--- config.mk ---
export PLATFORM = sky130hd
export DESIGN_NAME = eil_irq_latch
export DESIGN_NICKNAME = d
export VERILOG_FILES = /design/src/eil_pkg.sv /design/src/eil_pin_if.sv /design/src/eil_irq_latch.sv /design/src/eil_pin_sync.sv
export SDC_FILE = /design/constraint.sdc
export NUM_CORES = 1
export LEC_CHECK = 0
export BUFFER_PORTS_ARGS = -buffer_cell sky130_fd_sc_hd__clkbuf_2
export CAP_MARGIN = 20
export CORE_AREA = 2 2 43 65
export CTS_BUF_LIST = sky130_fd_sc_hd__clkbuf_4 sky130_fd_sc_hd__clkbuf_8
export DETAILED_ROUTE_END_ITERATION = 10
export DIE_AREA = 0 0 45 67
export GPL_ROUTABILITY_DRIVEN = 0
export PLACE_DENSITY = 0.85
export SLEW_MARGIN = 20
export SYNTH_ARGS = -nofsm -noshare
export SYNTH_HDL_FRONTEND = slang
export SYNTH_SLANG_ARGS = --single-unit
export TNS_END_PERCENT = 5
--- constraint.sdc ---
create_clock -name mclk -period 1.9 [get_ports mclk]
set_clock_uncertainty 0.2 [all_clocks]
set_input_delay 0.095 -clock mclk [delete_from_list [all_inputs] [get_ports mclk]]
set_output_delay 0.095 -clock mclk [all_outputs]
set_load 0.01 [all_outputs]
--- src/eil_pkg.sv ---
package eil_pkg;

    ////////////////////////////////////////////////////////////////////////////
    // bus geometry
    localparam int          EIL_ADDR_W      = 8;
    localparam int          EIL_DATA_W      = 32;

    ////////////////////////////////////////////////////////////////////////////
    // register byte offsets
    localparam logic [7:0]  EIL_OFS_STATUS  = 8'h00;  // ext_int_status_control
    localparam logic [7:0]  EIL_OFS_BREAK   = 8'h04;  // break control

    ////////////////////////////////////////////////////////////////////////////
    // field positions of ext_int_status_control
    localparam int          EIL_BIT_SENSE   = 0;      // 1 = falling edge plus low level
    localparam int          EIL_BIT_MASK    = 1;      // request_mask_bit
    localparam int          EIL_BIT_ACK     = 2;      // write-only acknowledge
    localparam int          EIL_BIT_PEND    = 3;      // pending_flag, read-only
    localparam int          EIL_BIT_PIN     = 4;      // synchronised pin level, read-only

    // field position of the break control register
    localparam int          EIL_BIT_BCE     = 0;      // break_clear_enable

    ////////////////////////////////////////////////////////////////////////////
    // values after reset
    localparam logic        EIL_RST_SENSE   = 1'b0;
    localparam logic        EIL_RST_MASK    = 1'b0;
    localparam logic        EIL_RST_LATCH   = 1'b0;
    localparam logic        EIL_RST_BCE     = 1'b0;
    localparam logic        EIL_RST_PIN     = 1'b1;   // idle level of the active-low pin
    localparam logic [31:0] EIL_RST_RDATA   = 32'h0000_0000;

    ////////////////////////////////////////////////////////////////////////////
    // slave answer timing: cycles from setup edge to pready
    localparam int          EIL_ANSWER_CYC  = 1;

endpackage

--- src/eil_pin_if.sv ---
`timescale 1ns/100ps
interface eil_pin_if;
    logic pin_high;
    logic fall;

    modport src (
        output pin_high,
        output fall
    );
    modport dst (
        input  pin_high,
        input  fall
    );
endinterface

--- src/eil_irq_latch.sv ---
`timescale 1ns/100ps
// Summary of operation
// - a falling edge on the interrupt pin latches a request
// - a vector fetch acknowledges and clears the latch
// - writing one to the acknowledge bit acknowledges like a vector fetch
// - reset clears latch and sensitivity select even with pin low
// - falling edge by default; sensitivity select adds low level
// - edge-only: latch stays set until acknowledge or reset
// - edge-only: acknowledge clears at once, pin level ignored
// - edge plus level: clear needs acknowledge and pin high, either order
// - edge plus level: request pending while pin stays low
// - request reaches priority logic only while mask bit is clear
// - falling edge after a software acknowledge latches a new request
// - pending flag shows the latch regardless of the mask
// - acknowledge bit is write-only, reads zero, reset clears it
// - sensitivity select: one is edge plus level, zero edge only
// - in break, software acknowledge works only with break clear enabled
module eil_irq_latch (
    input  wire logic                           mclk,
    input  wire logic                           reset,
    input  wire logic                           psel,
    input  wire logic                           penable,
    input  wire logic                           pwrite,
    input  wire logic [eil_pkg::EIL_ADDR_W-1:0] paddr,
    input  wire logic [eil_pkg::EIL_DATA_W-1:0] pwdata,
    output logic      [eil_pkg::EIL_DATA_W-1:0] prdata,
    output logic                                pready,
    output logic                                pslverr,
    input  wire logic                           ext_irq_n,
    input  wire logic                           vector_fetch,
    input  wire logic                           break_state,
    output logic                                irq_request
);
    import eil_pkg::*;

    ////////////////////////////////////////////////////////////////////////////
    // pin front end

    eil_pin_if pin_bus ();

    eil_pin_sync u_pin_sync (
        .mclk      (mclk),
        .reset     (reset),
        .ext_irq_n (ext_irq_n),
        .sync_out  (pin_bus)
    );

    ////////////////////////////////////////////////////////////////////////////
    // state

    logic sensitivity;
    logic request_mask_bit;
    logic break_clear_enable;
    logic latch;
    logic ack_seen;

    ////////////////////////////////////////////////////////////////////////////
    // helpers

    function automatic logic addr_is(input logic [EIL_ADDR_W-1:0] a,
                                     input logic [EIL_ADDR_W-1:0] ofs);
        addr_is = (a == ofs);
    endfunction

    function automatic logic [EIL_DATA_W-1:0] one_bit(input int pos, input logic v);
        logic [EIL_DATA_W-1:0] w;
        w      = '0;
        w[pos] = v;
        one_bit = w;
    endfunction

    ////////////////////////////////////////////////////////////////////////////
    // bus decode

    wire setup_phase = psel & ~penable;
    wire access_done = psel & penable & pready;
    wire hit_status  = addr_is(paddr, EIL_OFS_STATUS);
    wire hit_break   = addr_is(paddr, EIL_OFS_BREAK);
    wire mapped      = hit_status | hit_break;
    wire wr_status   = access_done & pwrite & hit_status;
    wire wr_break    = access_done & pwrite & hit_break;

    ////////////////////////////////////////////////////////////////////////////
    // acknowledge sources

    // the write bit itself is never stored, so it always reads zero
    wire sw_ack_req  = wr_status & pwdata[EIL_BIT_ACK];
    wire break_allow = ~break_state | break_clear_enable;
    wire sw_ack      = sw_ack_req & break_allow;
    wire ack         = vector_fetch | sw_ack;

    ////////////////////////////////////////////////////////////////////////////
    // latch logic

    wire pin_low     = ~pin_bus.pin_high;
    // level mode keeps re-setting while the pin is low
    wire set_evt     = pin_bus.fall | (sensitivity & pin_low);
    wire ack_any     = ack | ack_seen;
    wire clr_level   = ack_any & pin_bus.pin_high;
    wire clr_edge    = ack;
    wire clr_evt     = sensitivity ? clr_level : clr_edge;
    // set wins over clear, so an edge in the acknowledge cycle is kept
    wire next_latch  = set_evt ? 1'b1 : (clr_evt ? 1'b0 : latch);

    // remembers an acknowledge that came while the pin was still low
    wire next_ack_seen = sensitivity & next_latch & ~clr_evt & ack_any;

    wire next_sense  = wr_status ? pwdata[EIL_BIT_SENSE] : sensitivity;
    wire next_mask   = wr_status ? pwdata[EIL_BIT_MASK]  : request_mask_bit;
    wire next_bce    = wr_break  ? pwdata[EIL_BIT_BCE]   : break_clear_enable;

    // the pending flag ignores the mask so polling still works
    wire next_irq    = latch & ~request_mask_bit;

    ////////////////////////////////////////////////////////////////////////////
    // read data

    wire [EIL_DATA_W-1:0] rd_status = one_bit(EIL_BIT_SENSE, sensitivity)
                                    | one_bit(EIL_BIT_MASK,  request_mask_bit)
                                    | one_bit(EIL_BIT_PEND,  latch)
                                    | one_bit(EIL_BIT_PIN,   pin_bus.pin_high);
    wire [EIL_DATA_W-1:0] rd_break  = one_bit(EIL_BIT_BCE, break_clear_enable);
    wire [EIL_DATA_W-1:0] rd_sel    = hit_status ? rd_status :
                                      (hit_break ? rd_break : EIL_RST_RDATA);
    wire [EIL_DATA_W-1:0] next_rdata = (setup_phase & ~pwrite) ? rd_sel : EIL_RST_RDATA;

    // zero wait states: pready rises in the first access cycle
    wire next_ready  = setup_phase;
    wire next_err    = setup_phase & ~mapped;

    ////////////////////////////////////////////////////////////////////////////
    // registers

    always_ff @(posedge mclk) begin
        if (reset) begin
            sensitivity        <= EIL_RST_SENSE;
            request_mask_bit   <= EIL_RST_MASK;
            break_clear_enable <= EIL_RST_BCE;
            latch              <= EIL_RST_LATCH;
            ack_seen           <= 1'b0;
        end else begin
            sensitivity        <= next_sense;
            request_mask_bit   <= next_mask;
            break_clear_enable <= next_bce;
            latch              <= next_latch;
            ack_seen           <= next_ack_seen;
        end
    end

    always_ff @(posedge mclk) begin
        if (reset) begin
            irq_request <= 1'b0;
            prdata      <= EIL_RST_RDATA;
            pready      <= 1'b0;
            pslverr     <= 1'b0;
        end else begin
            irq_request <= next_irq;
            prdata      <= next_rdata;
            pready      <= next_ready;
            pslverr     <= next_err;
        end
    end
endmodule

--- src/eil_pin_sync.sv ---
`timescale 1ns/100ps
module eil_pin_sync (
    input  wire logic mclk,
    input  wire logic reset,
    input  wire logic ext_irq_n,
    eil_pin_if.src    sync_out
);
    import eil_pkg::*;

    logic meta;
    logic samp_a;
    logic samp_b;
    logic stable;
    logic fall;

    ////////////////////////////////////////////////////////////////////////////
    // a change is accepted only once the second and third stages agree,
    // which also filters single-cycle glitches
    wire agree      = samp_a == samp_b;
    wire next_fall  = agree & ~samp_b & stable;

    always_ff @(posedge mclk) begin
        if (reset) begin
            // keep sampling through reset: a pin already held low must not
            // look like a fresh falling edge once reset lets go
            meta   <= ext_irq_n;
            samp_a <= meta;
            samp_b <= samp_a;
            stable <= samp_b;
            fall   <= 1'b0;
        end else begin
            meta   <= ext_irq_n;
            samp_a <= meta;
            samp_b <= samp_a;
            stable <= agree ? samp_b : stable;
            fall   <= next_fall;
        end
    end

    assign sync_out.pin_high = stable;
    assign sync_out.fall     = fall;
endmodule

Word level (Yosys, flattened, before mapping)

Index checks and enable logic that the tools add are counted.

Register bits: 45
Input bits: 48
Logic and storage cells: 61
Output and inout bits: 35

Reduce and logical (&&, ||, !) cells: 3
Muxes and demuxes: 7
Bitwise gates (word level): 35
Eq/ne operators: 2

Operators with widths:

| kind                                          | number |
|---|---|
| AND 1 bit                                     | 18 |
| inverter 1 bit                                | 9 |
| == test 8 x 3 -> 1 bit, second input constant | 1 |
| zero test 8 bit                               | 1 |
| 2-to-1 mux 1 bit                              | 6 |
| 2-to-1 mux 5 bit                              | 1 |
| bitwise OR 1 bit                              | 5 |
| bitwise OR 4 x 5 -> 5 bit                     | 1 |
| bitwise OR 2 x 4 -> 4 bit                     | 1 |
| bitwise OR 1 x 2 -> 2 bit                     | 1 |
| nonzero test 2 bit                            | 1 |
| OR reduction 2 bit                            | 1 |
| == test 1 bit                                 | 1 |

Logic depth before layout (Yosys ltp)

Gate-level depths: netlist of the first run.

Depth in word-level cells: 15
Depth in mapped cells: 4
Mapped depth without buffers: 4

Cells and area by module

Synthesis of the first run repeated with hierarchy kept, for this count alone.

Cell total of the unflattened synthesis: 84
Area total of the unflattened synthesis: 847.1 µm²

By module, submodules not included:

| module        | times used | cells each | seq. area each (µm²) | area an instance (µm²) |
|---|---|---|---|---|
| eil_irq_latch | 1          | 74         | 240.2                | 701.9 |
| eil_pin_sync  | 1          | 10         | 110.1                | 145.1 |

Worst setup path after synthesis of the first run

OpenSTA, ideal clock, no wires.

Kind: flip-flop to flip-flop
Start point: register pready
End point: register ack_seen
Arrival: 1.121 ns
Data required time: 1.580 ns
Stages on the path, launching flop included: 5
Path buffers: 0
Setup slack: 0.459 ns
Period minus slack after synthesis: 1.441 ns
Setup time: 0.120 ns
Cell sequence: dfxtp_1 and4_1 and4b_4 and3_1 o31a_1

Longest elaborated chain between the ends: 14

RTL lines:

| element                       | RTL line             | RTL |
|---|---|---|
| start: declaration            | eil_irq_latch.sv:27  | `output logic pready,` |
| start signal: assignment      | eil_irq_latch.sv:159 | `pready <= next_ready;` |
| AND 1 bit (*)                 | eil_irq_latch.sv:76  | `wire access_done = psel & penable & pready;` |
| AND 1 bit (*) (2 in a row)    | eil_irq_latch.sv:80  | `wire wr_status = access_done & pwrite & hit_status;` |
| AND 1 bit (*)                 | eil_irq_latch.sv:87  | `wire sw_ack_req = wr_status & pwdata[EIL_BIT_ACK];` |
| AND 1 bit (*)                 | eil_irq_latch.sv:89  | `wire sw_ack = sw_ack_req & break_allow;` |
| bitwise OR 1 bit (*)          | eil_irq_latch.sv:90  | `wire ack = vector_fetch \| sw_ack;` |
| bitwise OR 1 bit              | eil_irq_latch.sv:98  | `wire ack_any = ack \| ack_seen;` |
| AND 1 bit                     | eil_irq_latch.sv:99  | `wire clr_level = ack_any & pin_bus.pin_high;` |
| 2-to-1 mux 1 bit              | eil_irq_latch.sv:101 | `wire clr_evt = sensitivity ? clr_level : clr_edge;` |
| 2-to-1 mux 1 bit (2 in a row) | eil_irq_latch.sv:103 | `wire next_latch = set_evt ? 1'b1 : (clr_evt ? 1'b0 : latch);` |
| AND 1 bit (2 in a row)        | eil_irq_latch.sv:106 | `wire next_ack_seen = sensitivity & next_latch & ~clr_evt & ack_any;` |
| AND 1 bit (*)                 | eil_irq_latch.sv:106 |  |
| end signal: assignment        | eil_irq_latch.sv:146 | `ack_seen <= next_ack_seen;` |
| end: declaration              | eil_irq_latch.sv:55  | `logic ack_seen;` |

Mark *: on every way between the ends. The rest lies on a longest branch, timed or not.
A chain may end at the register's enable or synchronous reset.

Final worst setup path of the first run

Start point: register pready
End point: register break_clear_enable

Longest elaborated chain between the ends: 3

RTL lines:

| element                | RTL line             | RTL |
|---|---|---|
| AND 1 bit              | eil_irq_latch.sv:76  |  |
| AND 1 bit (2 in a row) | eil_irq_latch.sv:81  | `wire wr_break = access_done & pwrite & hit_break;` |
| end signal: assignment | eil_irq_latch.sv:144 | `break_clear_enable <= next_bce;` |
| end: declaration       | eil_irq_latch.sv:53  | `logic break_clear_enable;` |

No other way between the ends.

==> results.md, run 1 <==
- The first global-routing pass estimated 2201 um of wire.
- The required arrival time at the worst endpoint is 1.89 ns.
- The global-route track usage on met3 is 0.04065.
- The width of the die is 45 um.
- Setup repair after global routing left no endpoint under its margin.
- On the worst path, the slowest cell contributes a delay of 0.54 ns.
- TritonCTS created 3 clock buffers.
- Synthesis produced a netlist whose cell count is 85.
- The sequential cell area fraction in the yosys report is 0.4058.
- Row generation in the floorplan step produced 22 rows.
- The library cell contributing the largest single delay on the critical path is sky130_fd_sc_hd__dlygate4sd3_1.
- After detailed placement, the total cell area comes to 898.4 um2.
- The worst setup path is launched from a register.
- The longest clock path from root to sink contains 2 buffers.
- More flip-flops sit in one register than any other, and that register is prdata.
- The clock sink count is 17.
- The worst path in the final design needs a cycle of 1.771 ns, including I/O delays and setup.
- The worst setup path is of the reg2reg kind.
- The overall overflow remaining after global route is 0.
- Hold timing on the final database bottoms out at a slack of 0.05998 ns.
- The total power of the final layout is 0.0006744 W.
- The flop and latch count out of synthesis is 17.
- The startpoint of the lowest-slack register-to-register path is pready.
- In the global route stage, overall resource usage came out at 0.1042.
- Dividing total power by cell area gives a power density of 604.3 nW/um2.
- The origin of the worst min-delay path is paddr[7].
- The number of pins with negative max-slew slack in the final report is 0.
- Of the cells placed in the final design, the portion with a size suffix greater than 1 is 0.2891.
- Dividing the final minimum period by the clock period gives 0.9319.
- The setup TNS is 0 ns.
- The worst hold-check path type is in2reg.
- The depth of the worst hold-timing path is 5.
- The kind of cell with the highest combined delay on the critical path is buffers and inverters.
- The sort of element at the end of the critical path is a register.
- Buffers placed on the I/O ports in this run total 25.
- The layout overhead on the synthesized area is 29.28%.
- For the worst setup path, the data arrival time is 1.76 ns.
- The later pin in the worst-skew pair is clocked with a latency of 0.29 ns.
- The library cell used most frequently in the layout, excluding fill and tap cells, is sky130_fd_sc_hd__conb_1.
- The number of global-route vias before repair is 579.
- The layer flagged by global routing as most heavily used is met2.
- The finished cells cover 1116 um2.
- The end of the worst hold path is prdata[3].
- The met1 track demand over resource in global routing is 0.09390.
- Clock-pin slew was measured on the worst setup and hold paths at 0.09 ns.
- The number of buffers and inverters on the critical path is 1.
- For this block, the initial DRC count from the detailed router was 2.
- During synthesis, Yosys emitted a total of 0 warnings.
- The launch point of the critical path is pready.
- The number of top-level pins is 83.
- Entering global routing, the biggest net connects 10 pins.
- The initial antenna violation count is 0.
- At the end of the flow the core is filled with cells to 0.4607.
- In this run the static leakage power is 0.5779 nW.
- The ratio of routed vias to standard cells is 4.257.
- The post-detailed-route DRC marker count is 0.
- The run finished with clean final reports.
- 0 antenna diodes ended up in the layout.
- The critical path goes through and4_1 -> nand4_1 -> mux2i_1 -> nor2_1 -> dlygate4sd3_1.
- The cell sitting at the root of the clock tree is a sky130_fd_sc_hd__clkbuf_4.
- The die covers 3015 um2.
- The worst register-to-register path ends at break_clear_enable.
- The mean post-synth cell area is 10.16 um2.
- The number of hold violations in the final report is 0.
- The number of cells on the worst reg-to-reg path is 5.
- The max capacitance violation total is 0.
- The maximum vdd ir drop is 0.0003381 V.
- The routed layout has 647 vias.
- After synthesis, the netlist uses 26 different library cells.
- For this configuration, the core starts out at a cell density of 0.3564.
- For this block, the routed nets add up to 1471 um of wire.
- The routed length per instance is 9.678 um.
- Setup violations remaining at the end of the flow were counted as 0.
- The deepest level of the CTS H-tree is 1.
- The wire-length estimate of the detail-placed layout is 1077 um.
- The core box area is 2422 um2.
- The library cells used most frequently in the layout, excluding fill and tap cells, are 28 x sky130_fd_sc_hd__conb_1, 22 x sky130_fd_sc_hd__clkbuf_2, 16 x sky130_fd_sc_hd__dfxtp_1.
- From bottom edge to top edge, the die measures 67 um.
- The number of detailed-route iterations in the first pass is 2.
- The largest fanout on the critical path is 2.
- The combined area of all synthesized cells is 863.3 um2.
- Timing would allow up to 564.8 MHz.
- The net count of the finished layout is 178.
- The met2 track demand over resource is 0.1786.
- The register with the most flip-flops in the layout has 4 of them.
- The clock tree from TritonCTS is built.
- The worst reg-to-reg setup slack is 0.13 ns.
- The count of nets left with antenna violations once routing finished came out at 0.
[how the worst max path moves through the flow]
stage	end	slack (ns)	cells after the start
after floorplan	ack_seen	0.46	4
after global placement	ack_seen	0.46	4
after detailed placement	ack_seen	0.42	4
after CTS	break_clear_enable	0.03	7
after global routing	break_clear_enable	0.06	5
final	break_clear_enable	0.13	5
[what timing repair did]
item | in CTS | in global routing
setup endpoints to repair | 0 | 2
setup buffers | 0 | 2
gates resized for setup | 0 | 8
hold buffers | 16 | 0
endpoints found under the hold margin | 14 | 0
[report_power, final]
group | total, W | leakage [nW] | internal (W) | switching [W]
sequential | 0.000373 | 0.141 | 0.000369 | 0.00000444
combinational | 0.0000970 | 0.419 | 0.0000432 | 0.0000538
clock | 0.000204 | 0.0184 | 0.0000962 | 0.000108
total | 0.000674 | 0.578 | 0.000508 | 0.000166
[logic make-up after synthesis]
family / synth area share
buffers and inverters: 0.2739
and+or+nand+nor: 0.2261
DFF: 0.4058
AOI/OAI and AO/OA: 0.02899
muxes: 0.04638
adders and majority gates: 0.01449
other: 0.004344
[metal layers]
metal	up-vias	share of wire	wire [um]
li1	309	-	-
met1	292	0.32	470
met2	41	0.54	787
met3	5	0.11	169
met4	0	0.029	43
met5	-	0	0
[per-stage QoR]
step	std cells	setup WS (ns)
floorplan	112	0.4592
global placement	132	0.4587
detailed placement	132	0.4199
CTS	152	0.02784
global route	152	0.06121
finish	152	0.1294
[Yosys cell counts]
library cell / n / area share
sky130_fd_sc_hd__a21oi_1: 2 / 0.012
sky130_fd_sc_hd__and2_1: 3 / 0.022
sky130_fd_sc_hd__and3_1: 1 / 0.0073
sky130_fd_sc_hd__and4_1: 1 / 0.010
sky130_fd_sc_hd__and4b_4: 1 / 0.016
sky130_fd_sc_hd__buf_4: 28 / 0.24
sky130_fd_sc_hd__buf_6: 1 / 0.013
sky130_fd_sc_hd__conb_1: 1 / 0.0043
sky130_fd_sc_hd__dfxtp_1: 16 / 0.37
sky130_fd_sc_hd__edfxtp_1: 1 / 0.035
sky130_fd_sc_hd__ha_1: 1 / 0.014
sky130_fd_sc_hd__inv_1: 4 / 0.017
sky130_fd_sc_hd__mux2i_1: 4 / 0.046
sky130_fd_sc_hd__nand2_1: 3 / 0.013
sky130_fd_sc_hd__nand2b_1: 1 / 0.0073
sky130_fd_sc_hd__nand3_1: 1 / 0.0058
sky130_fd_sc_hd__nand4_1: 1 / 0.0073
sky130_fd_sc_hd__nor2_1: 5 / 0.022
sky130_fd_sc_hd__nor3_4: 1 / 0.019
sky130_fd_sc_hd__nor3b_1: 2 / 0.017
sky130_fd_sc_hd__nor4_1: 1 / 0.0073
sky130_fd_sc_hd__nor4_4: 2 / 0.049
sky130_fd_sc_hd__o22ai_1: 1 / 0.0073
sky130_fd_sc_hd__o31a_1: 1 / 0.010
sky130_fd_sc_hd__or2b_2: 1 / 0.010
sky130_fd_sc_hd__or3b_4: 1 / 0.013
[final cells by class]
type / count / area, um2
timing repair buffer: 41 / 304.0
fill: 236 / 1306
sequential: 17 / 350.3
inverter: 4 / 15.01
tap: 24 / 30.03
multi-input combinational: 62 / 386.6
clock buffer: 4 / 30.03
[worst register-to-register path: cells and delay by family, from the launching register on]
| family | cells | cell delay [ns] |
|---|---|---|
| buf+inv | 1 | 0.54 |
| simple gates | 3 | 0.41 |
| flops | 1 | 0.34 |
| mux | 1 | 0.17 |
Note: power is estimated with default switching activity, not from simulation.
==> inputs of run 2 (changes only) <==
CORE_AREA = 2 2 43 64   (was 2 2 43 65)
DIE_AREA = 0 0 45 66   (was 0 0 45 67)
SYNTH_HIERARCHICAL = 1   (was not set)
==> run 2 against run 1 <==
- first-iteration DRC count unchanged
- clock-buffer cell count down 1
- global-route usage down 0.14 points
- highest routed layer unchanged
==> results.md, run 2 <==
- The library cell used most frequently in the layout, excluding fill and tap cells, is sky130_fd_sc_hd__conb_1.
- The overall routing resource usage is 0.1028 (-0.001382).
- The number of filler cells placed in the layout is 239 (+1.3%).
- The internal power component is 0.0004885 W (-3.9%).
- In this design, the largest share of critical-path delay is due to buffers and inverters.
- The number of distinct library cell variants in the gate-level netlist after synthesis is 28 (+7.7%).
- The share of power burned in the clock network came to 0.287 (-0.016).
- The period utilization is 0.9662 (+0.03427).
- The number of global-route vias before repair was 566 (-2.2%).
- The sequential cell area fraction in the yosys report came to 0.4136 (+0.007792).
- The min-delay analysis places its worst path in the category in2reg.
- Walking the worst path, the cells encountered are dlygate4sd3_1 -> and4_4 -> nand4_1 -> mux2i_1 -> nor2_1 -> dlygate4sd3_1.
- The layout overhead on the synthesized area is 29.54%.
- The first-pass GRT wire length was 2235 um (+1.5%).
- The iteration-0 DRC count of the detailed router is 2 (unchanged).
- The number of nets still failing antenna checks after routing was 0 (unchanged).
- The deepest level of the CTS H-tree is 1 (unchanged).
- The worst reg-to-reg setup slack came to 0.18 ns (+0.05 ns).
- The worst path buffer plus inverter count was 2 (+1).
- After synthesis, the cell types taking the most area are sky130_fd_sc_hd__dfxtp_1 38%, sky130_fd_sc_hd__buf_4 25%, sky130_fd_sc_hd__mux2i_1 4.7%.
- For this run, the leading register cell type out of synthesis is sky130_fd_sc_hd__dfxtp_1.
- For this design, the slowest cell found on the critical path is sky130_fd_sc_hd__dlygate4sd3_1.
- The cell depth of the worst setup path is 6 (+1).
- The floorplan die height is 66 um (-1.5%).
- The library cells used most frequently in the layout, excluding fill and tap cells, are 28 x sky130_fd_sc_hd__conb_1, 22 x sky130_fd_sc_hd__clkbuf_2, 16 x sky130_fd_sc_hd__dfxtp_1, 16 x sky130_fd_sc_hd__dlygate4sd3_1.
- The switching share of total power was 0.2538 (+0.007165).
- The total number of yosys warnings came to 6 (+6).
- The number of top-level pins is 83 (unchanged).
- The die outline area is 2970 um2 (-1.5%).
- The number of enable-type register cells in the synthesized netlist is 1 (unchanged).
- The overall overflow remaining after global route is 0 (unchanged).
- The largest area contributor in the netlist is sky130_fd_sc_hd__dfxtp_1.
- The number of detailed-route iterations in the first pass is 2 (unchanged).
- The starting density of the core is 0.3497 (-0.006715).
- For hold timing, the worst endpoint is latch.
- The count of port buffers added during placement is 25 (unchanged).
- The final hold slack is 0.006507 ns (-0.05347 ns).
- The launch point of the critical path is pwrite.
- The clock latency reported for the late side of the worst-skew pair is 0.29 ns (about the same).
- The width of the die is 45 um (unchanged).
- The initial antenna violation count came to 0 (unchanged).
- The cell at the root of the clock tree is sky130_fd_sc_hd__clkbuf_4.
- The required arrival time at the worst endpoint is 1.88 ns (about the same).
- The fraction of synthesized cell area taken by the top area cell type is 0.3781 (+0.007124).
- The share of post-route cells with drive strength above 1 is 0.2756 (-0.01347).
- The net count of the finished layout came to 177 (-0.56%).
- The power density over the cells came to 596.6 nW/um2 (-1.3%).
- Ranked by flip-flop count, first place goes to prdata.
- The core box area is 2422 um2 (unchanged).
- The post-detailed-route DRC marker count is 0 (unchanged).
- The flop and latch count out of synthesis was 17 (unchanged).
- The worst setup path is of the in2reg kind.
- The setup TNS is 0 ns (unchanged).
- The row count is 22 (unchanged).
- The routed length per instance is 9.887 um (+2.2%).
- The largest fanout on the critical path is 3 (+1).
- The critical path data arrival time is 1.82 ns (+0.06 ns).
- The post-layout minimum cycle time is 1.836 ns (+0.06511 ns).
- The worst setup slack after layout was 0.06430 ns (-0.06511 ns).
- The highest clock rate is 544.8 MHz (-3.5%).
- The clock tree from TritonCTS is built.
- The maximum vdd ir drop is 0.0004203 V (+24%).
- The switching power is 0.0001662 W (-0.11%).
- The proportion of synthesized flip-flops having asynchronous set or reset came to 0 (unchanged).
- The maximum number of pins on one net before global-route repair is 11 (+1).
- In this run the critical register-to-register path is captured at break_clear_enable.
- The sequential share of power is 0.570 (+0.017).
- The number of pins with negative max-slew slack in the final report was 0 (unchanged).
- The number of hold violations in the final report is 0 (unchanged).
- The count of mapped cells out of synthesis is 84 (-1.2%).
- In the post-synthesis netlist, the cell with the most instances is sky130_fd_sc_hd__buf_4.
- The worst reg-to-reg path cell count was 5 (unchanged).
- The number of buffers between clock root and the deepest sink is 2 (unchanged).
- The mean post-synth cell area is 10.08 um2 (-0.72%).
- The final HPWL from detailed placement came to 1106 um (+2.8%).
- The worst hold path begins at reset.
- The total vias in the final route came to 633 (-2.2%).
- The worst setup path is launched from an input port.
- The clock sink count came to 17 (unchanged).
- The flip-flop count of the largest register, all copies and words added came to 4 (unchanged).
- The combined area of all synthesized cells came to 847.1 um2 (-1.9%).
- The total power of the final layout came to 0.0006547 W (-2.9%).
- The number of setup violations in the final report is 0 (unchanged).
- The depth of the worst hold-timing path came to 4 (-1).
- The ratio of routed vias to standard cells was 4.192 (-1.5%).
- The clock slew seen by the registers of the worst setup and hold paths is 0.10 ns (about the same).
- The sort of element at the end of the critical path is a register.
- The number of buffers created by CTS came to 3 (unchanged).
- Counting instances in the post-synthesis netlist gives the leading cell types as 28 x sky130_fd_sc_hd__buf_4, 16 x sky130_fd_sc_hd__dfxtp_1, 4 x sky130_fd_sc_hd__inv_1, 4 x sky130_fd_sc_hd__mux2i_1, 4 x sky130_fd_sc_hd__nor2_1.
- The most numerous cell on the critical path is sky130_fd_sc_hd__dlygate4sd3_1.
- The critical path's largest stage delay is 0.61 ns (+0.07 ns).
- The flow ran to the end, and the final reports show no timing, DRC or antenna violations.
- The number of antenna cells inserted is 0 (unchanged).
- The part of the power in combinational logic is 0.143 (about the same).
- The post-placement setup slack is 0.4418 ns (+0.02186 ns).
- The max capacitance violation total was 0 (unchanged).
- The startpoint of the lowest-slack register-to-register path is pready.
- The aggregate routed wire length is 1493 um (+1.5%).
- The reported leakage power is 0.5567 nW (-3.7%).
==> run 2: cell types whose count changed after synthesis <==
cell / change
sky130_fd_sc_hd__and3b_1: +1
sky130_fd_sc_hd__buf_6: -1
sky130_fd_sc_hd__clkbuf_2: +1
sky130_fd_sc_hd__nand2_1: -1
sky130_fd_sc_hd__nor2_1: -1
sky130_fd_sc_hd__nor4_2: +1
sky130_fd_sc_hd__nor4_4: -1
sky130_fd_sc_hd__or3b_1: +1
sky130_fd_sc_hd__or3b_4: -1
==> run 2: cells by family after synthesis <==
family / count (synthesis) / share of synthesized area
compound gates: 4 / 0.02955
fa+ha+maj: 1 / 0.01477
buf+inv: 33 / 0.2718
flops: 17 / 0.4136
mux: 4 / 0.04727
other cells: 1 / 0.004427
simple gates: 24 / 0.2186
==> run 2: cell type report <==
type | instances | area, um2 | share of cell area
repair buffers | 41 | 297.8 | 0.2714
inverters | 4 | 15.01 | 0.01368
clock buffers | 3 | 22.52 | 0.02052
flip-flops and latches | 17 | 350.3 | 0.3193
multi-input cells | 61 | 376.6 | 0.3432
well taps | 24 | 30.03 | 0.02737
clock inverters | 1 | 5.005 | 0.004561
==> run 2: metal layers <==
layer	track usage	routed length (um)	vias to the layer above
li1	-	-	310
met1	0.09564	543	282
met2	0.1911	784	37
met3	0.02732	138	4
met4	0.05515	26	0
met5	0	0	-
==> run 2: worst max path at each step <==
stage | to | slack, ns
floorplan | ack_seen | 0.51
global placement | latch | 0.49
detailed placement | latch | 0.44
CTS | break_clear_enable | 0.01
global route | prdata[0] | -0.002
finish | break_clear_enable | 0.06
==> run 2: power by group through the flow <==
stage,Clock [W],Combinational [W],Sequential (W)
2_1_floorplan,0,0.0000826,0.000381
3_3_place_gp,0,0.0000679,0.000381
3_5_place_dp,0,0.0000694,0.000382
4_1_cts,0.000193,0.0000923,0.000373
5_1_grt,0.000204,0.000103,0.000374
6_report,0.000188,0.0000933,0.000373
==> run 2: metrics by stage <==
step                std cells  area, um2  utilization
floorplan                 111      948.4            -
global placement          131      888.4       0.3667
detailed placement        131      888.4       0.3667
CTS                       152       1086       0.4483
global route              151       1097       0.4530
finish                    151       1097       0.4530
==> run 2: repair_timing <==
| action | 4_1_cts | 5_1_grt |
|---|---|---|
| hold buffers | 17 | 0 |
| endpoints found under the hold margin | 13 | 0 |
| buffers inserted | 0 | 2 |
| gates resized for setup | 0 | 3 |
| setup endpoints to repair | 0 | 2 |
==> run 2: tightest hold or removal path: stages <==
cell and delay, ns:
sky130_fd_sc_hd__clkbuf_2 0.15, sky130_fd_sc_hd__nor2_1 0.05, sky130_fd_sc_hd__nand3_1 0.07, sky130_fd_sc_hd__o22ai_1 0.08
==> inputs of run 3 (changes only) <==
BUFFER_PORTS_ARGS = not set   (was -buffer_cell sky130_fd_sc_hd__clkbuf_2)
CORE_AREA = 2 2 41 43   (was 2 2 43 64)
DIE_AREA = 0 0 43 45   (was 0 0 45 66)
DONT_BUFFER_PORTS = 1   (was not set)
PLACE_DENSITY = 0.8   (was 0.85)
==> run 3 against run 2 <==
- the run now ends with hold timing left
- non-clock buffer count decreased by 27
- register-to-register slack got worse by 0.09 ns
- wire length decreased by 19%
- cell count decreased by 23%
- setup slack got worse by 0.029 ns
- critical path depth unchanged
- cell area decreased by 16%
- die area decreased by 35%
- clock-buffer cell count unchanged
- critical path type unchanged
- critical endpoint unchanged
- largest cell class unchanged
==> results.md, run 3 (same netlist as run 2, synthesis figures left out) <==
- The part of the power in combinational logic came to 0.106 (-0.037).
- The number of setup violations in the final report came to 0 (unchanged).
- The count of port buffers added during placement was 0 (-100%).
- The sort of element at the end of the critical path is a register.
- The sequential share of power is 0.601 (+0.031).
- The most common library cell in the layout ignoring fill and taps is sky130_fd_sc_hd__conb_1.
- The required arrival time at the worst endpoint is 1.88 ns (about the same).
- The final hold slack is -0.1798 ns (-0.1863 ns).
- The number of detailed-route iterations in the first pass was 4 (+2).
- The switching power is 0.0001499 W (-9.8%).
- The critical path data arrival time was 1.85 ns (+0.03 ns).
- The category of the worst setup path launch point is an input port.
- The share of post-route cells with drive strength above 1 is 0.09000 (-0.1856).
- The clock sink count was 17 (unchanged).
- The overall routing resource usage is 0.1354 (+0.03266).
- Counting stages on the worst path, the most repeated cell is sky130_fd_sc_hd__dlygate4sd3_1.
- The number of buffers between clock root and the deepest sink was 2 (unchanged).
- The first-pass GRT wire length is 1814 um (-19%).
- The largest fanout on the critical path is 4 (+1).
- The routed length per instance is 10.40 um (+5.1%).
- The clock slew seen by the registers of the worst setup and hold paths is 0.09 ns (about the same).
- The worst hold-check path type is in2reg.
- The initial antenna violation count is 0 (unchanged).
- The deepest level of the CTS H-tree came to 1 (unchanged).
- The flow ran to the end, but the final reports show violations.
- The critical path is of the in2reg type.
- The internal power component is 0.0004732 W (-3.1%).
- The number of global-route vias before repair came to 457 (-19%).
- The number of buffers created by CTS is 3 (unchanged).
- The highest clock rate is 536.3 MHz (-1.6%).
- The setup TNS is 0 ns (unchanged).
- The worst hold path begins at paddr[5].
- Setup repair after global routing could not meet its margin everywhere.
- The max capacitance violation total is 0 (unchanged).
- The startpoint of the lowest-slack register-to-register path is pready.
- The number of filler cells placed in the layout is 131 (-45%).
- The number of top-level pins is 83 (unchanged).
- The clock latency reported for the late side of the worst-skew pair came to 0.29 ns (about the same).
- The flip-flop count of the largest register, all copies and words added is 4 (unchanged).
- The maximum vdd ir drop is 0.0003986 V (-5.2%).
- The layout overhead on the synthesized area is 9.010%.
- The width of the die is 43 um (-4.4%).
- The maximum number of pins on one net before global-route repair is 11 (unchanged).
- The switching share of total power came to 0.2405 (-0.01328).
- For hold timing, the worst endpoint is prdata[0].
- The fraction of the core area covered by cells at the end of the flow came to 0.6276 (+0.1746).
- The starting density of the core is 0.5757 (+0.2260).
- The number of antenna cells inserted came to 0 (unchanged).
- The worst path buffer plus inverter count is 2 (unchanged).
- The top cell types in the final layout, fill and taps aside, are 28 x sky130_fd_sc_hd__conb_1, 16 x sky130_fd_sc_hd__dfxtp_1, 13 x sky130_fd_sc_hd__dlygate4sd3_1.
- The power density over the cells came to 674.8 nW/um2 (+13%).
- The worst reg-to-reg path cell count is 5 (unchanged).
- The net count of the finished layout was 150 (-15%).
- The total vias in the final route came to 522 (-18%).
- The number of nets still failing antenna checks after routing is 0 (unchanged).
- The kind of cell with the highest combined delay on the critical path is buffers and inverters.
- The final HPWL from detailed placement is 929.1 um (-16%).
- The critical path's largest stage delay is 0.58 ns (-0.03 ns).
- The post-layout minimum cycle time was 1.865 ns (+0.02893 ns).
- The ratio of routed vias to standard cells came to 4.500 (+7.3%).
- The checks that failed: hold timing.
- The iteration-0 DRC count of the detailed router came to 4 (+2).
- The worst register-to-register path ends at break_clear_enable.
- The storage element area is 350.3 um2 (unchanged).
- The post-detailed-route DRC marker count is 0 (unchanged).
- For this design, the slowest cell found on the critical path is sky130_fd_sc_hd__dlygate4sd3_1.
- The number of pins with negative max-slew slack in the final report is 0 (unchanged).
- The aggregate routed wire length is 1206 um (-19%).
- The number of hold violations in the final report came to 4 (+4).
- The row count is 14 (-36%).
- The critical path goes through dlygate4sd3_1 -> nor4_4 -> nand4_1 -> mux2i_1 -> nor2_1 -> dlygate4sd3_1.
- The clock tree from TritonCTS is built.
- The depth of the worst hold-timing path is 3 (-1).
- The largest register by flop count is prdata.
- The total area of multi-input combinational cells came to 367.9 um2 (-2.3%).
- The worst reg-to-reg setup slack is 0.09 ns (-0.09 ns).
- The overall overflow remaining after global route came to 0 (unchanged).
- The root buffer cell chosen for the clock tree is sky130_fd_sc_hd__clkbuf_4.
- The period utilization is 0.9814 (+0.01522).
- The floorplan die height is 45 um (-32%).
- The share of power burned in the clock network is 0.293 (+0.006).
- The die outline area is 1935 um2 (-35%).
- The reported leakage power is 0.4371 nW (-21%).
- The core box area is 1471 um2 (-39%).
run 3: repair_timing:
| item | in CTS | in global routing |
|---|---|---|
| hold endpoints to repair | 15 | 4 |
| setup endpoints to repair | 0 | 2 |
| hold buffers | 13 | 1 |
| setup buffers | 0 | 0 |
| resized for setup | 0 | 1 |
run 3: worst max-delay path by stage:
stage                   from                 end  cells past startpoint
finish              paddr[6]  break_clear_enable                      6
global route        paddr[6]  break_clear_enable                      6
CTS                    reset             pslverr                      4
detailed placement    pready            ack_seen                      4
global placement      pready            ack_seen                      4
floorplan             pready            ack_seen                      4
run 3: area by class of cell:
cell class	instances	area share
multi-input cells	61	0.3984
flip-flops and latches	17	0.3794
repair buffers	14	0.1545
clock buffers	3	0.02439
well taps	16	0.02168
inverters	4	0.01626
clock inverters	1	0.005420
run 3: per-stage QoR:
step | power [W] | area (um2) | std cells | worst slack [ns] | hold WS, ns
after floorplan | 0.0004638 | 948.4 | 111 | 0.5091 | -0.07728
after global placement | 0.0004206 | 753.2 | 98 | 0.4652 | -0.07724
after detailed placement | 0.0004222 | 753.2 | 98 | 0.4648 | -0.07724
after CTS | 0.0006362 | 910.9 | 115 | 0.04659 | -0.1998
after global routing | 0.0006628 | 923.4 | 116 | -0.01583 | -0.1855
final | 0.0006231 | 923.4 | 116 | 0.03537 | -0.1798
run 3: worst min-delay path, cell delays in order:
cell	delay, ns
sky130_fd_sc_hd__nor4_4	0.03
sky130_fd_sc_hd__nand2_1	0.08
sky130_fd_sc_hd__nor4_1	0.06
run 3: power by group through the flow:
stage	clock network, W	logic [W]	registers, W
floorplan	0	0.0000826	0.000381
global placement	0	0.0000383	0.000382
detailed placement	0	0.0000392	0.000383
CTS	0.000199	0.0000628	0.000375
global route	0.000214	0.0000732	0.000376
finish	0.000183	0.0000662	0.000374
run 3: layer usage:
layer	global-route usage	vias up	routed length [um]
met5	0	-	0
li1	-	254	-
met1	0.1091	240	399
met4	0.07273	0	13
met3	0.07600	2	100
met2	0.2576	26	692
